[src/mpp_consts.vh]
// Constants of the motion profile parameter set
// Assumes a 10 MHz mclk and parameter addresses as seen from the fieldbus
`ifndef MPP_CONSTS_VH
`define MPP_CONSTS_VH

// Parameter addresses (fieldbus register numbers)
`define MPP_ADDR_SPEED_CEILING 16'h0612
`define MPP_ADDR_PROFILE_ACC 16'h0614
`define MPP_ADDR_PROFILE_DEC 16'h0616
`define MPP_ADDR_JERK_TIME 16'h061a
`define MPP_ADDR_RAMP_SHAPE 16'h0626
`define MPP_ADDR_VEL_TARGET 16'h1b1a
`define MPP_ADDR_POS_TARGET 16'h1b1c
`define MPP_ADDR_PROFILE_SHAPE 16'h1b2a

// Reset values
`define MPP_RST_SPEED_CEILING 16'h3390
`define MPP_RST_PROFILE_ACC 32'h00000258
`define MPP_RST_PROFILE_DEC 32'h000002ee
`define MPP_RST_JERK_TIME 16'h0000
`define MPP_RST_RAMP_SHAPE 16'h0000
`define MPP_RST_VEL_TARGET 32'h00000000
`define MPP_RST_POS_TARGET 32'h00000000
`define MPP_RST_PROFILE_SHAPE 16'h0000

// Ranges
`define MPP_SPEED_CEILING_MIN 16'h003c
`define MPP_SPEED_CEILING_MAX 16'h3390
`define MPP_ACC_MIN 32'h00000001
`define MPP_DEC_MIN 32'h000000c8
`define MPP_ACCDEC_MAX 32'h002dc6c0
`define MPP_JERK_MAX 16'h0080
`define MPP_RAMP_MOTOR_OPT 16'hffff
`define MPP_RAMP_LINEAR 16'h0000
`define MPP_PROFILE_LINEAR 16'h0000

// Operating mode codes on op_mode
`define MPP_MODE_NONE 3'h0
`define MPP_MODE_PP 3'h1
`define MPP_MODE_PV 3'h2
`define MPP_MODE_JOG 3'h3
`define MPP_MODE_HOMING 3'h4

// Timing
`define MPP_CLK_HZ 32'h00989680
`define MPP_MS_PER_S 32'h000003e8
`define MPP_JERK_UNIT_MS 32'h00000001

`endif

[src/mpp_sat.v]
// Registered signed saturation of a 32-bit value between two bounds
// Assumes lo is not above hi
`timescale 1ns/100ps
module mpp_sat (
  input wire mclk,
  input wire srst,
  input wire en,
  input wire signed [31:0] value,
  input wire signed [31:0] lo,
  input wire signed [31:0] hi,
  output reg signed [31:0] out_q
);
  reg signed [31:0] out_d;

  always @* begin
    out_d = value;
    if (en) begin
      if (value > hi) begin
        out_d = hi;
      end else if (value < lo) begin
        out_d = lo;
      end
    end
  end

  always @(posedge mclk) begin
    if (srst) begin
      out_q <= 32'h00000000;
    end else begin
      out_q <= out_d;
    end
  end
endmodule

[src/mpp_top.v]
// Motion profile parameter set: parameter store, range checks, speed ceiling,
// target limits and jerk smoothing of the generator acceleration.
// Assumes one parameter access at a time from the fieldbus side, whole values.
//
// Overview of operation
// - Position target kept as signed 32-bit value in user units.
// - Position target limited by scaling bounds and enabled software limits.
// - Velocity target kept as signed 32-bit value in rpm.
// - Velocity target clamped internally to present speed ceiling.
// - Jerk time accepts 0,1,2,4,...,128 ms, default 0, limits acceleration change.
// - Smoothing at start, end of acceleration, start and end of deceleration.
// - Jerk limiting active in velocity, position, jog and homing modes.
// - Jerk time changed only while motion finished flag is one.
// - Ramp shape: -1 motor optimised, 0 linear.
// - Acceleration unsigned 32-bit, range 1 to 3000000, default 600.
// - Deceleration unsigned 32-bit, range 200 to 3000000, default 750.
// - 16-bit speed ceiling caps speeds in all profiled modes.
// - Ceiling applies in position, velocity, homing and jog modes.
// - Larger requested speeds limited to the ceiling automatically.
`timescale 1ns/100ps
`include "mpp_consts.vh"
module mpp_top #(
  parameter MS_CYCLES = `MPP_CLK_HZ / `MPP_MS_PER_S * `MPP_JERK_UNIT_MS
) (
  input wire mclk,
  input wire srst,
  input wire par_wr,
  input wire par_rd,
  input wire [15:0] par_addr,
  input wire [31:0] par_wdata,
  input wire [2:0] op_mode,
  input wire motion_end,
  input wire signed [31:0] pos_scale_min,
  input wire signed [31:0] pos_scale_max,
  input wire sw_limit_pos_en,
  input wire sw_limit_neg_en,
  input wire signed [31:0] sw_limit_pos,
  input wire signed [31:0] sw_limit_neg,
  input wire signed [31:0] vel_request,
  input wire signed [31:0] accel_demand,
  output reg par_ack_q,
  output reg par_err_q,
  output reg [31:0] par_rdata_q,
  output reg [15:0] speed_ceiling_q,
  output reg [31:0] profile_acceleration_q,
  output reg [31:0] profile_deceleration_q,
  output reg [15:0] jerk_filter_time_q,
  output reg [15:0] ramp_shape_select_q,
  output reg ramp_motor_opt_q,
  output reg [31:0] velocity_mode_target_speed_q,
  output reg [31:0] position_mode_target_q,
  output reg [15:0] motion_profile_shape_q,
  output wire signed [31:0] vel_limited_q,
  output wire signed [31:0] pos_limited_q,
  output wire signed [31:0] req_limited_q,
  output reg signed [31:0] accel_smooth_q,
  output reg profiled_mode_q
);

  // ==========================================================
  // Decoding helpers
  // ==========================================================
  function is_profiled;
    input [2:0] mode;
    begin
      is_profiled = (mode == `MPP_MODE_PP) || (mode == `MPP_MODE_PV) ||
                    (mode == `MPP_MODE_JOG) || (mode == `MPP_MODE_HOMING);
    end
  endfunction

  function [3:0] jerk_shift;
    input [15:0] ms;
    integer i;
    begin
      jerk_shift = 4'h0;
      for (i = 0; i < 8; i = i + 1) begin
        if (ms == (16'h0001 << i)) begin
          jerk_shift = i[3:0] + 4'h1;
        end
      end
    end
  endfunction

  function jerk_valid;
    input [15:0] ms;
    begin
      jerk_valid = (ms == 16'h0000) || (jerk_shift(ms) != 4'h0);
    end
  endfunction

  // ==========================================================
  // Position limits
  // ==========================================================
  reg signed [31:0] pos_lo;
  reg signed [31:0] pos_hi;

  always @* begin
    pos_lo = pos_scale_min;
    pos_hi = pos_scale_max;
    if (sw_limit_pos_en && (sw_limit_pos < pos_hi)) begin
      pos_hi = sw_limit_pos;
    end
    if (sw_limit_neg_en && (sw_limit_neg > pos_lo)) begin
      pos_lo = sw_limit_neg;
    end
  end

  // ==========================================================
  // Parameter write decode and range checks
  // ==========================================================
  wire [15:0] wlo;
  wire signed [31:0] wsig;
  reg hit;
  reg ok;

  assign wlo = par_wdata[15:0];
  assign wsig = par_wdata;

  always @* begin
    hit = 1'b1;
    ok = 1'b1;
    case (par_addr)
      `MPP_ADDR_SPEED_CEILING: begin
        ok = (par_wdata[31:16] == 16'h0000) && (wlo >= `MPP_SPEED_CEILING_MIN) &&
             (wlo <= `MPP_SPEED_CEILING_MAX);
      end
      `MPP_ADDR_PROFILE_ACC: begin
        ok = (par_wdata >= `MPP_ACC_MIN) && (par_wdata <= `MPP_ACCDEC_MAX);
      end
      `MPP_ADDR_PROFILE_DEC: begin
        ok = (par_wdata >= `MPP_DEC_MIN) && (par_wdata <= `MPP_ACCDEC_MAX);
      end
      `MPP_ADDR_JERK_TIME: begin
        ok = (par_wdata[31:16] == 16'h0000) && jerk_valid(wlo) && motion_end;
      end
      `MPP_ADDR_RAMP_SHAPE: begin
        ok = (wlo == `MPP_RAMP_MOTOR_OPT) || (wlo == `MPP_RAMP_LINEAR);
      end
      `MPP_ADDR_VEL_TARGET: begin
        ok = 1'b1;
      end
      `MPP_ADDR_POS_TARGET: begin
        ok = (wsig >= pos_lo) && (wsig <= pos_hi);
      end
      `MPP_ADDR_PROFILE_SHAPE: begin
        ok = (wlo == `MPP_PROFILE_LINEAR);
      end
      default: begin
        hit = 1'b0;
        ok = 1'b0;
      end
    endcase
  end

  wire wr_ok;
  assign wr_ok = par_wr && ok;

  // ==========================================================
  // Parameter store
  // ==========================================================
  always @(posedge mclk) begin
    if (srst) begin
      speed_ceiling_q <= `MPP_RST_SPEED_CEILING;
      profile_acceleration_q <= `MPP_RST_PROFILE_ACC;
      profile_deceleration_q <= `MPP_RST_PROFILE_DEC;
      jerk_filter_time_q <= `MPP_RST_JERK_TIME;
      ramp_shape_select_q <= `MPP_RST_RAMP_SHAPE;
      velocity_mode_target_speed_q <= `MPP_RST_VEL_TARGET;
      position_mode_target_q <= `MPP_RST_POS_TARGET;
      motion_profile_shape_q <= `MPP_RST_PROFILE_SHAPE;
    end else if (wr_ok) begin
      case (par_addr)
        `MPP_ADDR_SPEED_CEILING: begin
          speed_ceiling_q <= wlo;
        end
        `MPP_ADDR_PROFILE_ACC: begin
          profile_acceleration_q <= par_wdata;
        end
        `MPP_ADDR_PROFILE_DEC: begin
          profile_deceleration_q <= par_wdata;
        end
        `MPP_ADDR_JERK_TIME: begin
          jerk_filter_time_q <= wlo;
        end
        `MPP_ADDR_RAMP_SHAPE: begin
          ramp_shape_select_q <= wlo;
        end
        `MPP_ADDR_VEL_TARGET: begin
          velocity_mode_target_speed_q <= par_wdata;
        end
        `MPP_ADDR_POS_TARGET: begin
          position_mode_target_q <= par_wdata;
        end
        `MPP_ADDR_PROFILE_SHAPE: begin
          motion_profile_shape_q <= wlo;
        end
        default: begin
          speed_ceiling_q <= speed_ceiling_q;
        end
      endcase
    end
  end

  // ==========================================================
  // Parameter read and answer
  // ==========================================================
  reg [31:0] rd_mux;

  always @* begin
    case (par_addr)
      `MPP_ADDR_SPEED_CEILING: rd_mux = {16'h0000, speed_ceiling_q};
      `MPP_ADDR_PROFILE_ACC: rd_mux = profile_acceleration_q;
      `MPP_ADDR_PROFILE_DEC: rd_mux = profile_deceleration_q;
      `MPP_ADDR_JERK_TIME: rd_mux = {16'h0000, jerk_filter_time_q};
      `MPP_ADDR_RAMP_SHAPE: rd_mux = {{16{ramp_shape_select_q[15]}}, ramp_shape_select_q};
      `MPP_ADDR_VEL_TARGET: rd_mux = velocity_mode_target_speed_q;
      `MPP_ADDR_POS_TARGET: rd_mux = position_mode_target_q;
      `MPP_ADDR_PROFILE_SHAPE: rd_mux = {{16{motion_profile_shape_q[15]}}, motion_profile_shape_q};
      default: rd_mux = 32'h00000000;
    endcase
  end

  always @(posedge mclk) begin
    if (srst) begin
      par_ack_q <= 1'b0;
      par_err_q <= 1'b0;
      par_rdata_q <= 32'h00000000;
    end else begin
      par_ack_q <= par_wr || par_rd;
      par_err_q <= (par_wr && !ok) || (par_rd && !par_wr && !hit);
      if (par_rd && !par_wr) begin
        par_rdata_q <= rd_mux;
      end
    end
  end

  // ==========================================================
  // Mode flags and ramp shape
  // ==========================================================
  always @(posedge mclk) begin
    if (srst) begin
      profiled_mode_q <= 1'b0;
      ramp_motor_opt_q <= 1'b0;
    end else begin
      profiled_mode_q <= is_profiled(op_mode);
      ramp_motor_opt_q <= (ramp_shape_select_q == `MPP_RAMP_MOTOR_OPT);
    end
  end

  // ==========================================================
  // Speed ceiling and position limit
  // ==========================================================
  wire signed [31:0] ceil_hi;
  wire signed [31:0] ceil_lo;
  wire ceil_en;

  assign ceil_hi = {16'h0000, speed_ceiling_q};
  assign ceil_lo = -ceil_hi;
  assign ceil_en = is_profiled(op_mode);

  // Velocity target always held within the ceiling
  mpp_sat u_vel_sat (
    .mclk(mclk),
    .srst(srst),
    .en(1'b1),
    .value(velocity_mode_target_speed_q),
    .lo(ceil_lo),
    .hi(ceil_hi),
    .out_q(vel_limited_q)
  );

  // Speed requests of any profiled mode capped to the ceiling
  mpp_sat u_req_sat (
    .mclk(mclk),
    .srst(srst),
    .en(ceil_en),
    .value(vel_request),
    .lo(ceil_lo),
    .hi(ceil_hi),
    .out_q(req_limited_q)
  );

  // Position target kept inside the present bounds
  mpp_sat u_pos_sat (
    .mclk(mclk),
    .srst(srst),
    .en(1'b1),
    .value(position_mode_target_q),
    .lo(pos_lo),
    .hi(pos_hi),
    .out_q(pos_limited_q)
  );

  // ==========================================================
  // Jerk smoothing of generator acceleration
  // ==========================================================
  reg [31:0] ms_cnt_q;
  reg [31:0] ms_cnt_d;
  reg ms_tick_q;
  reg ms_tick_d;
  wire [3:0] jsh;
  wire jerk_on;
  wire signed [32:0] acc_diff;
  wire signed [32:0] acc_step_raw;
  reg signed [32:0] acc_step;
  reg signed [31:0] accel_smooth_d;

  assign jsh = jerk_shift(jerk_filter_time_q);
  assign jerk_on = (jsh != 4'h0) && is_profiled(op_mode);
  assign acc_diff = {accel_demand[31], accel_demand} - {accel_smooth_q[31], accel_smooth_q};
  assign acc_step_raw = acc_diff >>> jsh;

  always @* begin
    ms_cnt_d = ms_cnt_q + 32'h00000001;
    ms_tick_d = 1'b0;
    if (ms_cnt_q >= MS_CYCLES - 1) begin
      ms_cnt_d = 32'h00000000;
      ms_tick_d = 1'b1;
    end
  end

  always @* begin
    acc_step = acc_step_raw;
    if ((acc_step_raw == 33'h000000000) && (acc_diff != 33'h000000000)) begin
      acc_step = acc_diff;
    end
    accel_smooth_d = accel_smooth_q;
    if (!jerk_on) begin
      accel_smooth_d = accel_demand;
    end else if (ms_tick_q) begin
      // Each change of demand is eased per ms tick by the gap shifted by jsh; a rise smaller than 2^jsh is taken in one step
      accel_smooth_d = accel_smooth_q + acc_step[31:0];
    end
  end

  always @(posedge mclk) begin
    if (srst) begin
      ms_cnt_q <= 32'h00000000;
      ms_tick_q <= 1'b0;
      accel_smooth_q <= 32'h00000000;
    end else begin
      ms_cnt_q <= ms_cnt_d;
      ms_tick_q <= ms_tick_d;
      accel_smooth_q <= accel_smooth_d;
    end
  end

endmodule

[config.mk]
export PLATFORM = sky130hd
export DESIGN_NAME = mpp_top
export DESIGN_NICKNAME = d
export VERILOG_FILES = /design/src/mpp_sat.v /design/src/mpp_top.v
export VERILOG_INCLUDE_DIRS = /design/src /design/src/src
export SDC_FILE = /design/constraint.sdc
export NUM_CORES = 2
export LEC_CHECK = 0
export BUFFER_PORTS_ARGS = -buffer_cell sky130_fd_sc_hd__clkbuf_2
export CAP_MARGIN = 20
export CELL_PAD_IN_SITES_DETAIL_PLACEMENT = 0
export CELL_PAD_IN_SITES_GLOBAL_PLACEMENT = 2
export CORE_ASPECT_RATIO = 1.2
export CORE_MARGIN = 5
export CORE_UTILIZATION = 30
export CTS_BUF_LIST = sky130_fd_sc_hd__clkbuf_4 sky130_fd_sc_hd__clkbuf_8 sky130_fd_sc_hd__clkbuf_16
export DETAILED_ROUTE_END_ITERATION = 10
export PLACE_DENSITY = 0.82
export SETUP_SLACK_MARGIN = 0.1
export SYNTH_ARGS = -nofsm -noshare
export SYNTH_HDL_FRONTEND = slang
export SYNTH_SLANG_ARGS = --single-unit
[constraint.sdc]
create_clock -name mclk -period 10.3 [get_ports mclk]
set_input_delay 1.545 -clock mclk [delete_from_list [all_inputs] [get_ports mclk]]
set_output_delay 1.545 -clock mclk [all_outputs]
set_load 0.005 [all_outputs]
Word level (Yosys, flattened, before mapping) --
Index checks and enable logic that the tools add are counted.
Storage, ports and cells: bits in registers 389, input port bits 250, word-level logic and storage cells 147
Operators by class: add/subtract/negate cells 4, $lt $le $gt $ge 16, equal/unequal tests 31, shift operators 1, multiplexer cells 33, reduce and logical (&&, ||, !) cells 42
Operators with widths (count):
- $mux 32 | 11
- $pmux 32 s8 | 1
- $lt 32x32->1 | 4
- $eq 16x11->1 const B | 5
- $gt 32x17->1 | 2
- $gt 32x32->1 | 2
- $mux 4 | 15
- $eq 16x13->1 const B | 3
- $logic_not 33->1 | 1
- $reduce_bool 33->1 | 1
- $sshr 33x4->33 | 1
- $sub 32x32->33 | 1
- $add 32x1->32 const B | 1
- $add 32x32->32 | 1
- $eq 16x1->1 const B | 2
- $eq 16x16->1 const B | 2
- $eq 16x2->1 const B | 2
- $eq 16x3->1 const B | 2
- $eq 16x4->1 const B | 2
- $eq 16x5->1 const B | 2
- $eq 16x6->1 const B | 2
- $eq 16x7->1 const B | 2
- $eq 16x8->1 const B | 2
- $ge 32x1->1 const B | 1
- 23 further kinds | 59

Logic depth before layout (Yosys ltp) --
depth after elaboration 18, mapped depth 34, gate-level depth less buffers 32

By module --
From an unflattened synthesis, not the netlist that was laid out.
Unflattened totals: cells, all modules 3735, area total of the unflattened synthesis 30968.5 um^2
Modules (own cells, without submodules):
- mpp_top | times used 1, cells each 2700, area an instance 22049.9 um^2
- mpp_sat | times used 3, cells each 345, area an instance 2972.9 um^2

Worst setup path before layout --
Ideal clock, no wire load.
kind in2reg, start input accel_demand[13], end register accel_smooth_q[30], data arrival time 8.473 ns, required time 10.226 ns, slack 1.753 ns, stages on the path 32, buffers on the path 2, cells stage by stage ha_1 clkbuf_1 inv_1 nor4_1 nand3_1 o211ai_1 xnor2_1 nor2_1 a21oi_2 o221ai_2 a211o_1 or4_1 or4_1 or4_1 buf_6 mux2i_1 ha_1 inv_1 fa_1 nor2b_1 o21a_1 o21ai_0 a21oi_1 a211o_1 a31oi_1 o2111ai_1 a31o_2 a2111o_1 nand2_1 o21ai_0 or4_1 a31oi_1
Between the ends: longest elaborated chain between the ends 8
RTL lines:
- start: declaration | RTL line mpp_top.v:40 | input wire signed [31:0] accel_demand,
- $sub 32x32->33 (*) | RTL line mpp_top.v:310 | assign acc_diff = {accel_demand[31], accel_demand} - {accel_smooth_q[31], accel_smooth_q};
- $sshr 33x4->33 | RTL line mpp_top.v:311 | assign acc_step_raw = acc_diff >>> jsh;
- $logic_not 33->1 | RTL line mpp_top.v:324 | if ((acc_step_raw == 33'h000000000) && (acc_diff != 33'h000000000)) begin
- $logic_and 1x1->1 | RTL line mpp_top.v:324
- $mux 32 (*) | RTL line mpp_top.v:324
- $add 32x32->32 (*) | RTL line mpp_top.v:332 | accel_smooth_d = accel_smooth_q + acc_step[31:0];
- $mux 32 (*) | RTL line mpp_top.v:330 | end else if (ms_tick_q) begin
- $mux 32 (*) | RTL line mpp_top.v:328 | if (!jerk_on) begin
- end signal: assignment | RTL line mpp_top.v:344 | accel_smooth_q <= accel_smooth_d;
- end: declaration | RTL line mpp_top.v:56 | output reg signed [31:0] accel_smooth_q,
Mark *: on every way between the ends. The rest lies on a longest branch, timed or not. The select of a mux whose other input is x is not followed. A chain may end at the register's enable or synchronous reset.

Worst setup path in the final report --
start input accel_demand[9], end register accel_smooth_q[30]
The elaborated chain is that of the path after synthesis.

==> impl_metrics.toml <==
[synth]
ys_warn_count = 0
syn_area_um2 = 29300
synth_compound_area_frac = 0.253
synth_seq_area_share = 0.265
synth_edf_count = 0
synth_xor_area_frac = 0.0271
yosys.area.top_type = "dfxtp_1"
synthArstFlopShare = 0
synth_seq_cells = 389
ys_types = 108
synth_top_family_by_area = "compound AO/OA/AOI/OAI gates"
avgSynthCellArea_um2 = 8.16
yosys.area_share.simple = 0.195
synth_cells = 3596
netlist.area_leader.share = 0.265
yosys.area_share.adder = 0.151
synth_flop_cell = "dfxtp_1"
synthTopCellsByArea = "dfxtp_1 27%, ha_1 15%, mux2i_1 5.1%, nor2_1 4.6%, a21oi_1 4.3%"
synth.mux.area_fraction = 0.0595

[die]
core_area_um2 = 97000
die_area_um2 = 104000
start_util = 0.302
die_w_um = 295
die_h_um = 353
num_rows = 125
io_pins = 606

[clocking]
htree_levels = 2
cts.repair.resized = 0
insertion_delay_ns = 0.62
clk_pin_slew_ns = 0.06
post-cts-setup-buffers = 0
cts_tree = "built"
root_buffer = "clkbuf_16"
clockBufferDepth = 3
numCtsBuffers = 46
clock-sinks = 389
ctsHoldBuffers = 0

[place]
io_buffers = 605
hpwl_um = 118000
gp_congestion = 0.968
dp.cells = 5395

[timing]
final_max_slew_viol_count = 0
finalSetupViolCount = 0
final.setup.tns_ns = 0
layout_min_cycle_time_ns = 9.24
rsz0062_at_grt = "no"
fin_skew_ns = 0.0199
fmax_mhz = 108
finalHoldViolations = 0
fin_crit_sh = 0.897
worst_pin_slew_ns = 1.10
relSlewSlack = 0.258

[setup_path]
critPathMaxFanout = 13
critical_path_class = "input port to flop"
worst_setup_path_start_kind = "input port"
timing.reg2reg.setup_slack_ns = 1.29
endpoint_kind = "flop"
timing.rr.start = "jerk_filter_time_q[15]"
required_ns = 10.84
worst_r2r_path_depth = 31
reg2reg_to = "accel_smooth_q[30]"
slowest_stage = "or4_1"
cpMostUsedCell = "or4_1"
crit_start = "accel_demand[9]"
slowest_delay_ns = 0.54
arrival_ns = 9.78
crit_end = "accel_smooth_q[30]"

[drt]
avgViaCountPerCell = 5.65
drc_errors = 0
vias = 30997
drt_iter0_drc = 2172
first_pass_iters = 7
avgRoutedWirePerCell_um = 26.9
ant_nets = 0
drt-total-wl_um = 148000

[finish]
areaGrowthSynthToFinish_pct = 22.7
final_cells = 5488
drive_gt1_frac = 0.217
regArea_um2 = 7790
num-fill-cells = 10254
multi_input_area_um2 = 20400
final_nets = 4775

[power_and_ir_drop]
power.density_nw_per_um2 = 132
p_seq_frac = 0.331
p_leak_nw = 16.2
p_sw_frac = 0.336
p_comb_frac = 0.281
p_int_mw = 3.14
power_frac_clock = 0.388
max-vdd-ir-drop_mv = 0.0924
p_sw_mw = 1.59

[global_routing]
grt_max_degree = 146
grt_pass1_vias = 30647
grt_pass1_wl_um = 212000
grt_util_all_layers = 0.270
grt.overflow.total = 0
antenna_found_initial = 12

[status]
status = "finished clean"

[run]
cap_viol_max_count = 0

[min_path]
hold_class = "flop to flop"
-- cell families after synthesis --
group,after synthesis
muxes,169
other,1
DFF,389
and+or+nand+nor,1151
buffers and inverters,366
adders and majority gates,353
AOI/OAI and AO/OA,1077
xor gates and xnor gates,90
-- cells in the final DEF, fill, tap and decap left out, types with 16 or more instances in the layout --
cell type  count
a221oi_1      57
nor3_1        69
clkbuf_16     46
nand3_1       67
nor2b_1       27
a21o_1       105
xor2_1        25
o21ai_0      131
a22o_1        19
nand2_1      259
clkbuf_2     604
conb_1        18
nor2_1       356
buf_4        115
dfxtp_1      388
o221ai_1      42
a211oi_1      62
xnor2_1       64
a22oi_1      100
a31oi_1       51
a21oi_1      252
inv_1        154
nand3b_1      34
nor4_1        39
ha_1         349
mux2i_1      148
mux2_2        16
and3_1        44
o21a_1        52
o211ai_1      23
nand2b_1      25
o31ai_1       18
nand4_1       69
and2_1        55
-- per-stage QoR --
step | setup WS (ns) | total power, mW | utilization | cell area, um2 | hold WS [ns]
after CTS | 1.22 | 4.77 | 0.371 | 36000 | 0.445
after global placement | 0.608 | 2.91 | 0.353 | 34300 | 0.427
after global routing | 0.697 | 4.96 | 0.371 | 36000 | 0.475
after floorplan | 1.75 | 2.39 | - | 29400 | 0.413
after detailed placement | 0.586 | 2.91 | 0.353 | 34300 | 0.437
final | 1.06 | 4.73 | 0.371 | 36000 | 0.448
-- worst max-delay path: cells and delay by family --
kind / cells / cell delay (ns)
xor+xnor: 1 / 0.24
buf+inv: 4 / 0.53
fa+ha+maj: 3 / 0.93
compound gates: 15 / 3.77
mux: 2 / 0.38
simple gates: 8 / 2.36
-- worst min-delay path by stage --
stage	slack [ns]	endpoint	cells past startpoint	from
2_1_floorplan	0.41	ms_cnt_q[0]	1	ms_cnt_q[0]
3_3_place_gp	0.43	ms_cnt_q[0]	1	ms_cnt_q[0]
3_5_place_dp	0.44	ms_cnt_q[0]	1	ms_cnt_q[0]
4_1_cts	0.45	ms_cnt_q[0]	1	ms_cnt_q[0]
5_1_grt	0.47	ms_cnt_q[0]	1	ms_cnt_q[0]
6_report	0.45	ms_cnt_q[0]	1	ms_cnt_q[0]
-- synthesized netlist by cell type (52+ instances only) --
cell and n:
a211oi_1 63, a21o_1 105, a21oi_1 254, a221oi_1 57, a22oi_1 101, a31oi_1 54
and2_1 55, clkbuf_1 183, dfxtp_1 389, ha_1 349, inv_1 155, mux2i_1 148
nand2_1 260, nand3_1 67, nand4_1 69, nor2_1 361, nor3_1 73, o21a_1 52
o21ai_0 132, xnor2_1 64
-- routing by layer --
layer  wire [um]  track usage
met1       59400        0.328
met2       72200        0.476
met3       11200       0.0583
met4        4800       0.0782
met5          73            0
-- power groups by stage --
| stage | Sequential, mW | Clock (mW) | Combinational [mW] |
|---|---|---|---|
| after detailed placement | 1.60 | 0 | 1.31 |
| final | 1.57 | 1.84 | 1.33 |
| after CTS | 1.57 | 1.89 | 1.32 |
| after global placement | 1.60 | 0 | 1.31 |
| after global routing | 1.57 | 1.94 | 1.44 |
| after floorplan | 1.59 | 0 | 0.792 |
-- cell type report --
cell class | count | area share
antenna | 7 | 0.000487
clock buffer | 57 | 0.0355
clock inverter | 28 | 0.0114
inverter | 157 | 0.0164
multi-input combinational | 2858 | 0.566
sequential | 389 | 0.216
tap | 1270 | 0.0442
timing repair buffer | 722 | 0.110
(Power assumes the default switching activity.)
